**src/cid_regs.svh**
```systemverilog
`ifndef CID_REGS_SVH
`define CID_REGS_SVH
// Summary of operation
// - Decode the standard 8-bit controller instruction set, except that external-data moves go to on-chip extended RAM.
// - Register forms pick working register zero to seven in the active bank.
// - Direct operands reach low 128 RAM bytes and all special function registers.
// - Indirect RAM operands take their address from register zero or one only.
// - Immediate byte is in the instruction; a 16-bit immediate uses bytes two and three.
// - Bit operands reach 128 RAM flags and bits of bit-addressable function registers.
// - External-data moves go to the on-chip extended RAM, not an external bus.
// - Long call and long jump carry a full 16-bit target.
// - Absolute call and jump combine 11 bits with the next address page of 2 Kbyte.
// - Short and conditional jumps add a signed byte to the next instruction address.
// - Add, add-with-carry, subtract: one byte for register/indirect, two for direct/immediate.
// - Logic ops on a direct byte: three bytes with immediate, two with accumulator.
// - Accumulator clear, complement, rotates and nibble swap are single-byte.
// - Direct-from-direct or immediate moves are three bytes; immediate to register two.
// - Loading the data pointer is three bytes, constant in bytes two and three.
// - Code-byte moves read accumulator plus pointer or counter, one byte long.
// - External-data moves are one byte, 8-bit or 16-bit address, both directions.
// - Push and pop of a direct byte are two bytes each.
// - Exchanges swap accumulator with register, direct or indirect; one swaps low nibbles.
// - Machine cycle is 12 oscillator periods with halving set, six when clear.
// - Halving set runs the internal clock at half the oscillator, clear at full rate.
`define CID_CLK_CTRL_ADDR 8'hA6
`define CID_CLK_CTRL_RESET 8'h00
`define CID_HALVE_BIT 7
`define CID_MCYC_OSC_HALVED 4'd12
`define CID_MCYC_OSC_FULL 4'd6
`define CID_SFR_BASE 8'h80
`define CID_BIT_RAM_BASE 8'h20
`endif

```
**src/cid_pkg.sv**
```systemverilog
package cid_pkg;
    // Addressing form of the principal operand.
    typedef enum logic [2:0] {
        cid_mode_none,
        cid_mode_reg,
        cid_mode_ind,
        cid_mode_bit,
        cid_mode_dir,
        cid_mode_imm
    } cid_mode_type;
    // How the next program counter is formed.
    typedef enum logic [2:0] {
        cid_br_none,
        cid_br_long,
        cid_br_abs,
        cid_br_rel,
        cid_br_acc_dptr,
        cid_br_return
    } cid_branch_type;
    // Memory space reached by the data access.
    typedef enum logic [1:0] {
        cid_space_internal,
        cid_space_extended_internal_ram,
        cid_space_code
    } cid_space_type;
    typedef struct packed {
        logic [7:0] opcode;
        logic [1:0] length;
        cid_mode_type mode;
        logic [4:0] work_reg;
        logic has_dir;
        logic [7:0] dir_addr;
        logic [7:0] dir_src;
        logic dir_is_sfr;
        logic has_bit;
        logic [7:0] bit_addr;
        logic [7:0] bit_byte;
        logic bit_is_sfr;
        logic has_imm;
        logic [7:0] imm8;
        logic [15:0] imm16;
        cid_branch_type branch;
        logic [15:0] target;
        cid_space_type space;
        logic extended_internal_ram_write;
        logic extended_internal_ram_wide;
        logic acc_unary;
        logic nibble_xchg;
    } cid_decode_type;
endpackage

```
**src/cid_clkctl.sv**
```systemverilog
`timescale 1ns/1ps
`include "cid_regs.svh"
module cid_clkctl
    import cid_pkg::*;
(
    input wire logic ref_clk,
    input wire logic rst,
    input wire logic sfr_wr_en,
    input wire logic sfr_rd_en,
    input wire logic [7:0] sfr_addr,
    input wire logic [7:0] sfr_wr_data,
    output logic [7:0] sfr_rd_data,
    output logic clock_halving_select,
    output logic int_tick,
    output logic mcycle_tick
);
    logic halve_q;
    logic [7:0] rd_q;
    logic phase_q;
    logic [3:0] osc_cnt_q;
    wire hit = (sfr_addr == `CID_CLK_CTRL_ADDR);
    wire [3:0] mcyc_len = halve_q ? `CID_MCYC_OSC_HALVED : `CID_MCYC_OSC_FULL;
    wire mcyc_wrap = (osc_cnt_q >= mcyc_len - 4'd1);
    // Only the halving bit is kept; the reserved low bits are expected as zero and dropped.
    always_ff @(posedge ref_clk) begin
        if (rst) begin
            halve_q <= 1'b0;
        end else if (sfr_wr_en && hit) begin
            halve_q <= sfr_wr_data[`CID_HALVE_BIT];
        end
    end
    // Read data is registered; the watchdog bit is not part of this block and reads zero.
    always_ff @(posedge ref_clk) begin
        if (rst) begin
            rd_q <= `CID_CLK_CTRL_RESET;
        end else if (sfr_rd_en) begin
            rd_q <= hit ? {halve_q, 7'h00} : 8'h00;
        end
    end
    // Oscillator period counter; a machine-cycle change takes effect at the next wrap or below the new limit.
    always_ff @(posedge ref_clk) begin
        if (rst) begin
            phase_q <= 1'b0;
            osc_cnt_q <= 4'h0;
        end else begin
            phase_q <= halve_q ? ~phase_q : 1'b0;
            osc_cnt_q <= mcyc_wrap ? 4'h0 : osc_cnt_q + 4'd1;
        end
    end
    assign sfr_rd_data = rd_q;
    assign clock_halving_select = halve_q;
    assign int_tick = ~halve_q | phase_q;
    assign mcycle_tick = mcyc_wrap;
endmodule

```
**src/cid_decoder.sv**
```systemverilog
`timescale 1ns/1ps
`include "cid_regs.svh"
module cid_decoder
    import cid_pkg::*;
(
    input wire logic ref_clk,
    input wire logic rst,
    input wire logic code_valid,
    input wire logic [7:0] code_byte,
    input wire logic [15:0] code_addr,
    output logic code_ready,
    input wire logic [1:0] reg_bank,
    input wire logic sfr_wr_en,
    input wire logic sfr_rd_en,
    input wire logic [7:0] sfr_addr,
    input wire logic [7:0] sfr_wr_data,
    output logic [7:0] sfr_rd_data,
    output logic [1:0] op_len,
    output logic dec_valid,
    output cid_decode_type dec,
    output logic clock_halving_select,
    output logic int_tick,
    output logic mcycle_tick
);
    typedef enum logic [1:0] {
        cid_st_opcode,
        cid_st_byte2,
        cid_st_byte3,
        cid_st_emit
    } cid_state_type;

    // Instruction length from the opcode byte alone, following the standard opcode map.
    function automatic logic [1:0] op_length(input logic [7:0] op);
        logic [3:0] row;
        logic [3:0] col;
        row = op[7:4];
        col = op[3:0];
        op_length = 2'd1;
        if (op[3] || col == 4'h6 || col == 4'h7) begin
            // Register and indirect columns: immediate or direct companions add bytes.
            if (row == 4'h7 || row == 4'h8 || row == 4'hA) begin
                op_length = 2'd2;
            end else if (row == 4'hB) begin
                op_length = 2'd3;
            end else if (row == 4'hD && op[3]) begin
                op_length = 2'd2;
            end else begin
                op_length = 2'd1;
            end
        end else begin
            case (col)
                4'h0: begin
                    if (row == 4'h0 || row == 4'hE || row == 4'hF) begin
                        op_length = 2'd1;
                    end else if (row <= 4'h3 || row == 4'h9) begin
                        op_length = 2'd3;
                    end else begin
                        op_length = 2'd2;
                    end
                end
                4'h1: begin
                    op_length = 2'd2;
                end
                4'h2: begin
                    if (row <= 4'h1) begin
                        op_length = 2'd3;
                    end else if (row <= 4'h3 || row >= 4'hE) begin
                        op_length = 2'd1;
                    end else begin
                        op_length = 2'd2;
                    end
                end
                4'h3: begin
                    op_length = (row >= 4'h4 && row <= 4'h6) ? 2'd3 : 2'd1;
                end
                4'h4: begin
                    case (row)
                        4'h0, 4'h1, 4'h8, 4'hA, 4'hC, 4'hD, 4'hE, 4'hF: begin
                            op_length = 2'd1;
                        end
                        4'hB: begin
                            op_length = 2'd3;
                        end
                        default: begin
                            op_length = 2'd2;
                        end
                    endcase
                end
                4'h5: begin
                    case (row)
                        4'h7, 4'h8, 4'hB, 4'hD: begin
                            op_length = 2'd3;
                        end
                        4'hA: begin
                            op_length = 2'd1;
                        end
                        default: begin
                            op_length = 2'd2;
                        end
                    endcase
                end
                default: begin
                    op_length = 2'd1;
                end
            endcase
        end
    endfunction

    // Byte holding a bit: low bits sit in the RAM flag area, high bits in bit-addressable registers.
    function automatic logic [7:0] bit_home(input logic [7:0] bit_addr);
        bit_home = bit_addr[7] ? {bit_addr[7:3], 3'b000} : (`CID_BIT_RAM_BASE + {4'h0, bit_addr[6:3]});
    endfunction

    cid_state_type state_q;
    cid_state_type state_d;
    logic [7:0] opc_q;
    logic [7:0] b2_q;
    logic [7:0] b3_q;
    logic [15:0] pc_q;
    logic [1:0] len_q;
    logic [1:0] bank_q;
    logic dec_valid_q;
    cid_decode_type dec_q;
    cid_decode_type dec_d;
    cid_branch_type branch_w;
    logic [15:0] target_w;

    // A byte is taken whenever the fetch side offers one and the decoder is collecting.
    wire take = code_valid && (state_q != cid_st_emit);
    wire [1:0] first_len = op_length(code_byte);

    // Collection sequence: opcode, then as many operand bytes as the length demands.
    always_comb begin
        state_d = state_q;
        case (state_q)
            cid_st_opcode: begin
                if (take) begin
                    state_d = (first_len == 2'd1) ? cid_st_emit : cid_st_byte2;
                end
            end
            cid_st_byte2: begin
                if (take) begin
                    state_d = (len_q == 2'd3) ? cid_st_byte3 : cid_st_emit;
                end
            end
            cid_st_byte3: begin
                if (take) begin
                    state_d = cid_st_emit;
                end
            end
            default: begin
                state_d = cid_st_opcode;
            end
        endcase
    end

    always_ff @(posedge ref_clk) begin
        if (rst) begin
            state_q <= cid_st_opcode;
        end else begin
            state_q <= state_d;
        end
    end

    // Instruction bytes; bytes not used by a shorter instruction read as zero.
    always_ff @(posedge ref_clk) begin
        if (rst) begin
            opc_q <= 8'h00;
            b2_q <= 8'h00;
            b3_q <= 8'h00;
            pc_q <= 16'h0000;
            len_q <= 2'd1;
            bank_q <= 2'd0;
        end else if (take && state_q == cid_st_opcode) begin
            opc_q <= code_byte;
            b2_q <= 8'h00;
            b3_q <= 8'h00;
            pc_q <= code_addr;
            len_q <= first_len;
            bank_q <= reg_bank;
        end else if (take && state_q == cid_st_byte2) begin
            b2_q <= code_byte;
        end else if (take && state_q == cid_st_byte3) begin
            b3_q <= code_byte;
        end
    end

    cid_target u_target (
        .opcode(opc_q),
        .pc(pc_q),
        .length(len_q),
        .byte2(b2_q),
        .byte3(b3_q),
        .branch(branch_w),
        .target(target_w)
    );

    // Operand classification from the latched opcode.
    wire [3:0] row = opc_q[7:4];
    wire [3:0] col = opc_q[3:0];
    wire is_movx = (row >= 4'hE) && (col == 4'h0 || col == 4'h2 || col == 4'h3);
    wire is_rn = opc_q[3];
    wire is_ri = (col == 4'h6 || col == 4'h7) || (is_movx && col != 4'h0);
    wire is_dir_imm_op = (opc_q == 8'h43) || (opc_q == 8'h53) || (opc_q == 8'h63) || (opc_q == 8'h75);
    wire is_bit = (opc_q == 8'h10) || (opc_q == 8'h20) || (opc_q == 8'h30) || (opc_q == 8'hA0) ||
                  (opc_q == 8'hB0) || (col == 4'h2 && row >= 4'h7 && row <= 4'hD);
    wire is_dir = (col == 4'h5 && row != 4'hA) || (col == 4'h2 && row >= 4'h4 && row <= 4'h6) ||
                  (col == 4'h3 && row >= 4'h4 && row <= 4'h6) || (opc_q == 8'hC0) || (opc_q == 8'hD0) ||
                  ((is_rn || col == 4'h6 || col == 4'h7) && (row == 4'h8 || row == 4'hA));
    wire is_imm = (col == 4'h4 && len_q != 2'd1) || is_dir_imm_op || (opc_q == 8'h90) ||
                  ((is_rn || col == 4'h6 || col == 4'h7) && (row == 4'h7 || row == 4'hB));
    wire [4:0] rn_addr = {bank_q, opc_q[2:0]};
    wire [4:0] ri_addr = {bank_q, 2'b00, opc_q[0]};
    wire [7:0] dir_dest = (opc_q == 8'h85) ? b3_q : b2_q;
    wire [7:0] bit_sel = (is_bit) ? b2_q : 8'h00;

    // Assemble the record that goes out with the completed instruction.
    always_comb begin
        dec_d = '0;
        dec_d.opcode = opc_q;
        dec_d.length = len_q;
        dec_d.mode = is_rn ? cid_mode_reg : is_ri ? cid_mode_ind : is_bit ? cid_mode_bit :
                     is_dir ? cid_mode_dir : is_imm ? cid_mode_imm : cid_mode_none;
        dec_d.work_reg = is_rn ? rn_addr : is_ri ? ri_addr : 5'h00;
        dec_d.has_dir = is_dir;
        dec_d.dir_addr = is_dir ? dir_dest : 8'h00;
        dec_d.dir_src = is_dir ? b2_q : 8'h00;
        dec_d.dir_is_sfr = is_dir && (dir_dest >= `CID_SFR_BASE);
        dec_d.has_bit = is_bit;
        dec_d.bit_addr = bit_sel;
        dec_d.bit_byte = is_bit ? bit_home(bit_sel) : 8'h00;
        dec_d.bit_is_sfr = is_bit && bit_sel[7];
        dec_d.has_imm = is_imm;
        dec_d.imm8 = is_imm ? (is_dir_imm_op ? b3_q : b2_q) : 8'h00;
        dec_d.imm16 = (opc_q == 8'h90) ? {b2_q, b3_q} : 16'h0000;
        dec_d.branch = branch_w;
        dec_d.target = target_w;
        dec_d.space = is_movx ? cid_space_extended_internal_ram :
                      (opc_q == 8'h83 || opc_q == 8'h93) ? cid_space_code : cid_space_internal;
        dec_d.extended_internal_ram_write = is_movx && row == 4'hF;
        dec_d.extended_internal_ram_wide = is_movx && col == 4'h0;
        dec_d.acc_unary = (opc_q == 8'hE4) || (opc_q == 8'hF4) || (opc_q == 8'hC4) ||
                          (col == 4'h3 && row <= 4'h3);
        dec_d.nibble_xchg = (opc_q == 8'hD6) || (opc_q == 8'hD7);
    end

    always_ff @(posedge ref_clk) begin
        if (rst) begin
            dec_q <= '0;
            dec_valid_q <= 1'b0;
        end else begin
            dec_valid_q <= (state_q == cid_st_emit);
            if (state_q == cid_st_emit) begin
                dec_q <= dec_d;
            end
        end
    end

    cid_clkctl u_clkctl (
        .ref_clk(ref_clk),
        .rst(rst),
        .sfr_wr_en(sfr_wr_en),
        .sfr_rd_en(sfr_rd_en),
        .sfr_addr(sfr_addr),
        .sfr_wr_data(sfr_wr_data),
        .sfr_rd_data(sfr_rd_data),
        .clock_halving_select(clock_halving_select),
        .int_tick(int_tick),
        .mcycle_tick(mcycle_tick)
    );

    // The emit cycle refuses bytes so the record can be registered without a buffer.
    assign code_ready = (state_q != cid_st_emit);
    assign op_len = len_q;
    assign dec_valid = dec_valid_q;
    assign dec = dec_q;
endmodule

```
**src/cid_target.sv**
```systemverilog
`timescale 1ns/1ps
module cid_target
    import cid_pkg::*;
(
    input wire logic [7:0] opcode,
    input wire logic [15:0] pc,
    input wire logic [1:0] length,
    input wire logic [7:0] byte2,
    input wire logic [7:0] byte3,
    output cid_branch_type branch,
    output logic [15:0] target
);
    wire [15:0] next_pc = pc + {14'h0000, length};
    wire is_long = (opcode == 8'h02) || (opcode == 8'h12);
    wire is_abs = (opcode[4:0] == 5'h01) || (opcode[4:0] == 5'h11);
    wire rel_last = (opcode == 8'h10) || (opcode == 8'h20) || (opcode == 8'h30) ||
                    (opcode[7:4] == 4'hB && (opcode[3] || opcode[3:1] == 3'b011 || opcode[3:0] == 4'h4
                     || opcode[3:0] == 4'h5)) || (opcode == 8'hD5);
    wire rel_mid = (opcode[3:0] == 4'h0 && opcode[7:4] >= 4'h4 && opcode[7:4] <= 4'h8) ||
                   (opcode[7:3] == 5'b11011);
    wire [7:0] offset = rel_last ? byte3 : byte2;
    // Relative offsets count from the first byte of the following instruction.
    wire [15:0] rel_pc = next_pc + {{8{offset[7]}}, offset};
    assign branch = is_long ? cid_br_long : is_abs ? cid_br_abs : (rel_last || rel_mid) ? cid_br_rel :
                    (opcode == 8'h73) ? cid_br_acc_dptr :
                    (opcode == 8'h22 || opcode == 8'h32) ? cid_br_return : cid_br_none;
    // The absolute form keeps the 2 Kbyte page of the next instruction.
    assign target = is_long ? {byte2, byte3} :
                    is_abs ? {next_pc[15:11], opcode[7:5], byte2} :
                    (rel_last || rel_mid) ? rel_pc : next_pc;
endmodule
```
**config.mk**
```make
export PLATFORM = sky130hd
export DESIGN_NAME = cid_decoder
export DESIGN_NICKNAME = d
export VERILOG_FILES = /design/src/cid_pkg.sv /design/src/cid_clkctl.sv /design/src/cid_decoder.sv /design/src/cid_target.sv
export VERILOG_INCLUDE_DIRS = /design/src /design/src/src
export SDC_FILE = /design/constraint.sdc
export NUM_CORES = 1
export LEC_CHECK = 0
export BUFFER_PORTS_ARGS = -buffer_cell sky130_fd_sc_hd__clkbuf_2
export CELL_PAD_IN_SITES_DETAIL_PLACEMENT = 0
export CELL_PAD_IN_SITES_GLOBAL_PLACEMENT = 2
export CORE_ASPECT_RATIO = 0.5
export CORE_UTILIZATION = 32
export CTS_CLUSTER_SIZE = 8
export DETAILED_ROUTE_END_ITERATION = 10
export HOLD_SLACK_MARGIN = 0.1
export PLACE_DENSITY_LB_ADDON = 0.25
export SLEW_MARGIN = 10
export SYNTH_ARGS = -nofsm -noshare
export SYNTH_HDL_FRONTEND = slang
export SYNTH_SLANG_ARGS = --single-unit
```
**constraint.sdc**
```tcl
create_clock -name ref_clk -period 4.1 [get_ports ref_clk]
set_input_delay 1.23 -clock ref_clk [delete_from_list [all_inputs] [get_ports ref_clk]]
set_output_delay 1.23 -clock ref_clk [all_outputs]
set_load 0.005 [all_outputs]
```
==> metrics.csv, run 1 <==
metric,value,unit
status,completed,
ys_warn_count,0,
maxSlewHeadroom,46.2,%
p_leak,4.06,nW
track_usage,20.7,%
pwr-share-clk,36.8,%
cp_max_fo,8,
finalHoldViolCount,0,
register_area,3120,um2
htree_levels,4,
synthCells,976,
worstRegToRegCells,16,
io_pins,166,
viasPerCell,5.11,
intPower,3.05,mW
n_fill_cell,2518,
seqPwrFrac,37.3,%
r2r-start,opc_q[4],
tns,0,ns
start_util,33.0,%
avgSynthCellArea,8.20,um2
routed_wl,26200,um
num_vias,7488,
die-area,25700,um2
synth_top_area_share,39.0,%
fmax,265,MHz
final_util,40.7,%
hold_path.class,flop to flop,
clockBufferDepth,2,
startpoint,opc_q[4],
rsz0062_at_grt,no,
multiInputGateArea,4480,um2
slew_viol_final,0,
reg2reg_to,dec[21],
ys_seq_area_share,39.0,%
antenna_found_initial,0,
stdcell_area,9870,um2
area_growth,23.4,%
cts_tree,built,
max_cap_violations,0,
post_route_cells_drive_above_1_share,23.6,%
clkTransAtPathRegs,0.07,ns
ff2ff_setup_slack,0.32,ns
synth_edf_count,0,
layout_min_cycle_time,3.78,ns
worstPathArrival,4.08,ns
insertion_delay,0.44,ns
dieHeight,114,um
yosysUniqueCellTypes,76,
rows,40,
powerDensity,469,nW/um2
ys_top_cells_by_area,"dfxtp_1 (39%), a21oi_1 (6.6%), nor2_1 (6.3%), mux2i_1 (4.8%), nand2_1 (4.0%)",
finalClockSkew,0.00660,ns
worst_slew_pin_slew,0.804,ns
yosys.area.top_type,dfxtp_1,
critical_path.max_stage_delay,0.51,ns
first_global_vias,7005,
path_cells,"nand2_1, nor3_2, nor3_4, buf_12, buf_4, mux2_2, ha_1, nor3_1, nand2_1, o211ai_1, nor2_1, mux2i_4, a21oi_1, a211o_1, a31oi_1, a311oi_1",
synthFlopType,dfxtp_1,
die_x,226,um
power.switching,1.57,mW
diodes,0,
crit_path_top_delay_cell,dfxtp_1,
cts_buffers,17,
crit_path_frequent_cell,nand2_1,
hpwl,19000,um
cp.required,4.40,ns
setup_viol,0,
endpoint,dec[21],
min_period_over_period,92.2,%
grt_overflow,0,
wl_per_cell,17.9,um
switching_share,34.0,%
antenna_left,0,
cp-start-kind,flop,
grt_first_pass_wirelength,40800,um
gp_congestion,0.848,
portBuffers,151,
cts-root-buf,clkbuf_16,
p_comb_share,26.0,%
grt_max_degree,87,
cts_num_sinks,156,
crit_type,flop to flop,
ys_ff_latch,156,
fin_hold_ws,0.461,ns
drc,0,
dr.pass1.iters,5,
syn_area,8000,um2
drt-initial-drc-count,577,
crit_path_end_kind,flop,
nets,1187,
irDropWorstVdd,0.000290,V
core_area,24300,um2
placed_cell_area,9220,um2
synthArstFlopShare,0,%
## metrics by stage
step	total power [mW]	setup WS, ns	cells
global placement	2.92	0.278	1431
global route	4.88	0.00958	1464
CTS	4.65	0.259	1463
detailed placement	2.94	0.297	1431
finish	4.63	0.320	1464
floorplan	2.52	0.392	982
## cells in the final DEF, fill, tap and decap left out, types with 12 or more instances in the layout
| master | count |
|---|---|
| a21oi_1 | 104 |
| a22o_1 | 26 |
| a22oi_1 | 15 |
| buf_4 | 51 |
| clkbuf_16 | 17 |
| clkbuf_2 | 150 |
| dfxtp_1 | 155 |
| ha_1 | 22 |
| mux2i_1 | 38 |
| nand2_1 | 86 |
| nand2b_1 | 19 |
| nand3_1 | 55 |
| nor2_1 | 133 |
| nor3_1 | 14 |
| o21ai_0 | 25 |
| xnor2_1 | 12 |
| xor2_1 | 13 |
## critical path: cells and delay by family (launching register included)
kind | cells | cell delay (ns)
AND/OR/NAND/NOR | 6 | 1.08
AO/OA/AOI/OAI | 5 | 1.06
adder cells (fa/ha/maj) | 1 | 0.23
buffers and inverters | 2 | 0.28
multiplexers | 2 | 0.49
flip-flops | 1 | 0.51
## kinds of logic (layout without fill, tap and decap cells)
group,Yosys count,after routing,share of synthesized area [%]
AO/OA/AOI/OAI,249,249,20.1
XOR/XNOR,26,26,2.94
adder cells (fa/ha/maj),26,26,4.22
buffers and inverters,102,248,5.63
flip-flops,156,156,39.0
multiplexers,48,48,6.44
other,1,7,0.0469
AND/OR/NAND/NOR,368,368,21.6
## flip-flops by register name (all words and copies together) (netlist names)
signal                         count
dec                              102
b3_q                               8
bank_q                             2
op_len                             2
u_clkctl.sfr_rd_data               1
pc_q                              16
opc_q                              8
u_clkctl.phase_q                   1
u_clkctl.osc_cnt_q                 4
u_clkctl.clock_halving_select      1
dec_valid                          1
state_q                            2
b2_q                               8
## synth_stat cells, drive strengths merged, types with 11 or more instances
library cell / n
clkbuf: 66
ha: 23
mux2i: 40
inv: 13
dfxtp: 156
and3: 11
o21ai: 28
a211oi: 11
a22o: 26
xor2: 13
a22oi: 15
buf: 23
nor3: 17
nand3: 55
nor2: 135
nand2b: 19
nand2: 86
xnor2: 13
a21oi: 105
## final cells by class
type / count / share of cell area (%)
Timing Repair Buffer: 203 / 11.9
Tap cell: 336 / 4.26
Multi-Input combinational cell: 724 / 45.3
Clock buffer: 17 / 4.31
Clock inverter: 15 / 2.07
Sequential cell: 156 / 31.6
Inverter: 13 / 0.494
## timing repair
action	in CTS	in global routing
hold buffers	0	0
gates resized for setup	0	3
buffers inserted	0	1
endpoints found under the setup margin	0	7
endpoints found under the hold margin	0	0
## power by group through the flow
| stage | combinational (mW) | clock (mW) | sequential [mW] |
|---|---|---|---|
| finish | 1.20 | 1.70 | 1.72 |
| global route | 1.32 | 1.82 | 1.74 |
| CTS | 1.19 | 1.74 | 1.72 |
| floorplan | 0.798 | 0 | 1.72 |
| detailed placement | 1.18 | 0 | 1.76 |
| global placement | 1.17 | 0 | 1.75 |
## layer usage
metal	up-vias	track usage [%]	share of wire, %
li1	3759	-	-
met4	0	6.21	1.3
met3	19	4.12	3.8
met2	150	30.3	42
met5	-	0	0
met1	3560	30.5	53
## worst min path at each step
stage / from / end / cells after the start
floorplan: u_clkctl.osc_cnt_q[0] / u_clkctl.osc_cnt_q[0] / 1
global placement: u_clkctl.osc_cnt_q[0] / u_clkctl.osc_cnt_q[0] / 1
detailed placement: dec[53] / dec[53] / 2
CTS: dec[39] / dec[39] / 2
global route: dec[59] / dec[59] / 2
finish: dec[39] / dec[39] / 2
Power figures use the tool's default switching activity.
==> run 2, diff against run 1 <==
Settings changed: MAX_ROUTING_LAYER set to met4.
==> run 2 against run 1 <==
Cell count unchanged; core utilization unchanged; via count about the same; count of clock-buffer cells in the layout unchanged; global-route usage up 0.62 points; sequential cell count unchanged; worst setup slack better by 0.0069 ns; critical path depth up 1; wire length up 0.31%; sequential share of layout area unchanged; die area unchanged.
==> metrics.csv, run 2 (synthesis results as in run 1) <==
metric,value,unit
fmax,265,MHz
start_util,33.0,%
viasPerCell,5.12,
grt_max_degree,87,
min_from,dec[39],
placed_cell_area,9220,um2
n_fill_cell,2518,
drt-initial-drc-count,571,
hpwl,19000,um
antenna_left,0,
die-area,25700,um2
num_vias,7495,
post_route_cells_drive_above_1_share,23.6,%
cp_max_fo,16,
finalClockSkew,0.00722,ns
core_area,24300,um2
seqPwrFrac,37.3,%
tns,0,ns
r2r-start,opc_q[5],
nets,1187,
final_cell_mix,"dfxtp_1 (155), clkbuf_2 (150), nor2_1 (133), a21oi_1 (104), nand2_1 (86)",
cp.required,4.40,ns
io_pins,166,
powerDensity,469,nW/um2
grt_overflow,0,
portBuffers,151,
drc,0,
final_util,40.7,%
die_x,226,um
grt_first_pass_wirelength,40800,um
layout_min_cycle_time,3.77,ns
htree_levels,4,
intPower,3.05,mW
clockBufferDepth,2,
fin_hold_ws,0.461,ns
worstPathArrival,4.07,ns
rsz0062_at_grt,no,
startpoint,opc_q[5],
pwr-share-clk,36.8,%
multiInputGateArea,4480,um2
worstRegToRegCells,17,
cts-root-buf,clkbuf_16,
routed_wl,26300,um
min_period_over_period,92.0,%
status,completed,
finalHoldViolCount,0,
insertion_delay,0.44,ns
hold_path.class,flop to flop,
p_leak,4.06,nW
min_path_cells,2,
irDropWorstVdd,0.000291,V
max_cap_violations,0,
antenna_found_initial,0,
cp-start-kind,flop,
crit_path_end_kind,flop,
crit_type,flop to flop,
clkTransAtPathRegs,0.07,ns
gp_congestion,0.861,
stdcell_area,9870,um2
diodes,0,
largest_register_ffs,102,
slew_viol_final,0,
track_usage,21.4,%
cts_num_sinks,156,
final_common_cell,dfxtp_1,
switching_share,34.1,%
area_growth,23.4,%
setup_viol,0,
power.switching,1.58,mW
worst_slew_pin_slew,0.815,ns
dieHeight,114,um
dr.pass1.iters,5,
cts_tree,built,
first_global_vias,7021,
cts_buffers,17,
wl_per_cell,17.9,um
register_area,3120,um2
maxSlewHeadroom,45.5,%
p_comb_share,25.9,%
rows,40,
==> run 2: cell counts in the layout (fill, tap and decap cells not counted) <==
No cell type changed its count.
==> run 2: per-layer routing <==
| layer | part of all wire (%) | GRT usage [%] |
|---|---|---|
| met5 | 0 | - |
| met4 | 1.3 | 6.21 |
| met3 | 4.1 | 4.07 |
| met2 | 42 | 30.4 |
| met1 | 52 | 30.4 |
==> run 2: power by group through the flow <==
stage / logic [mW] / registers [mW] / clock network [mW]
2_1_floorplan: 0.798 / 1.72 / 0
4_1_cts: 1.19 / 1.72 / 1.74
3_5_place_dp: 1.18 / 1.76 / 0
5_1_grt: 1.32 / 1.74 / 1.81
3_3_place_gp: 1.17 / 1.75 / 0
6_report: 1.20 / 1.72 / 1.70
==> run 2: what timing repair did <==
action	in CTS	in global routing
gates resized for setup	0	3
endpoints found under the setup margin	0	7
setup buffers	0	1
hold buffers	0	0
==> run 2: worst paths after layout <==
kind / endpoint / slack, ns
worst max-delay path: dec[21] / 0.33
worst min-delay path: dec[39] / 0.46
worst max register to register: dec[21] / 0.33
worst min register to register: dec[39] / 0.46
==> run 2: stage by stage <==
| stage | instances | setup slack (ns) | power, mW |
|---|---|---|---|
| after floorplan | 982 | 0.392 | 2.52 |
| after global placement | 1431 | 0.278 | 2.92 |
| after detailed placement | 1431 | 0.297 | 2.94 |
| after CTS | 1463 | 0.259 | 4.65 |
| after global routing | 1464 | 0.0100 | 4.88 |
| final | 1464 | 0.327 | 4.63 |
==> run 2: critical path, cell delays in order (launching register included) <==
cell      delay [ns]
dfxtp_1         0.32
buf_4           0.22
nand2_1         0.16
nor3_2          0.27
nor3_4          0.08
buf_12          0.14
buf_4           0.14
mux2_2          0.28
ha_1            0.23
nor3_1          0.32
nand2_1         0.09
o211ai_1        0.35
nor2_1          0.12
mux2i_4         0.20
a21oi_1         0.13
a211o_1         0.29
a31oi_1         0.18
a311oi_1        0.10
==> run 2: area by class of cell <==
cell class | instances | area share, %
clock buffer | 17 | 4.31
clock inverter | 15 | 2.07
inverter | 13 | 0.494
multi-input combinational | 724 | 45.3
sequential | 156 | 31.6
tap | 336 | 4.26
timing repair buffer | 203 | 11.9
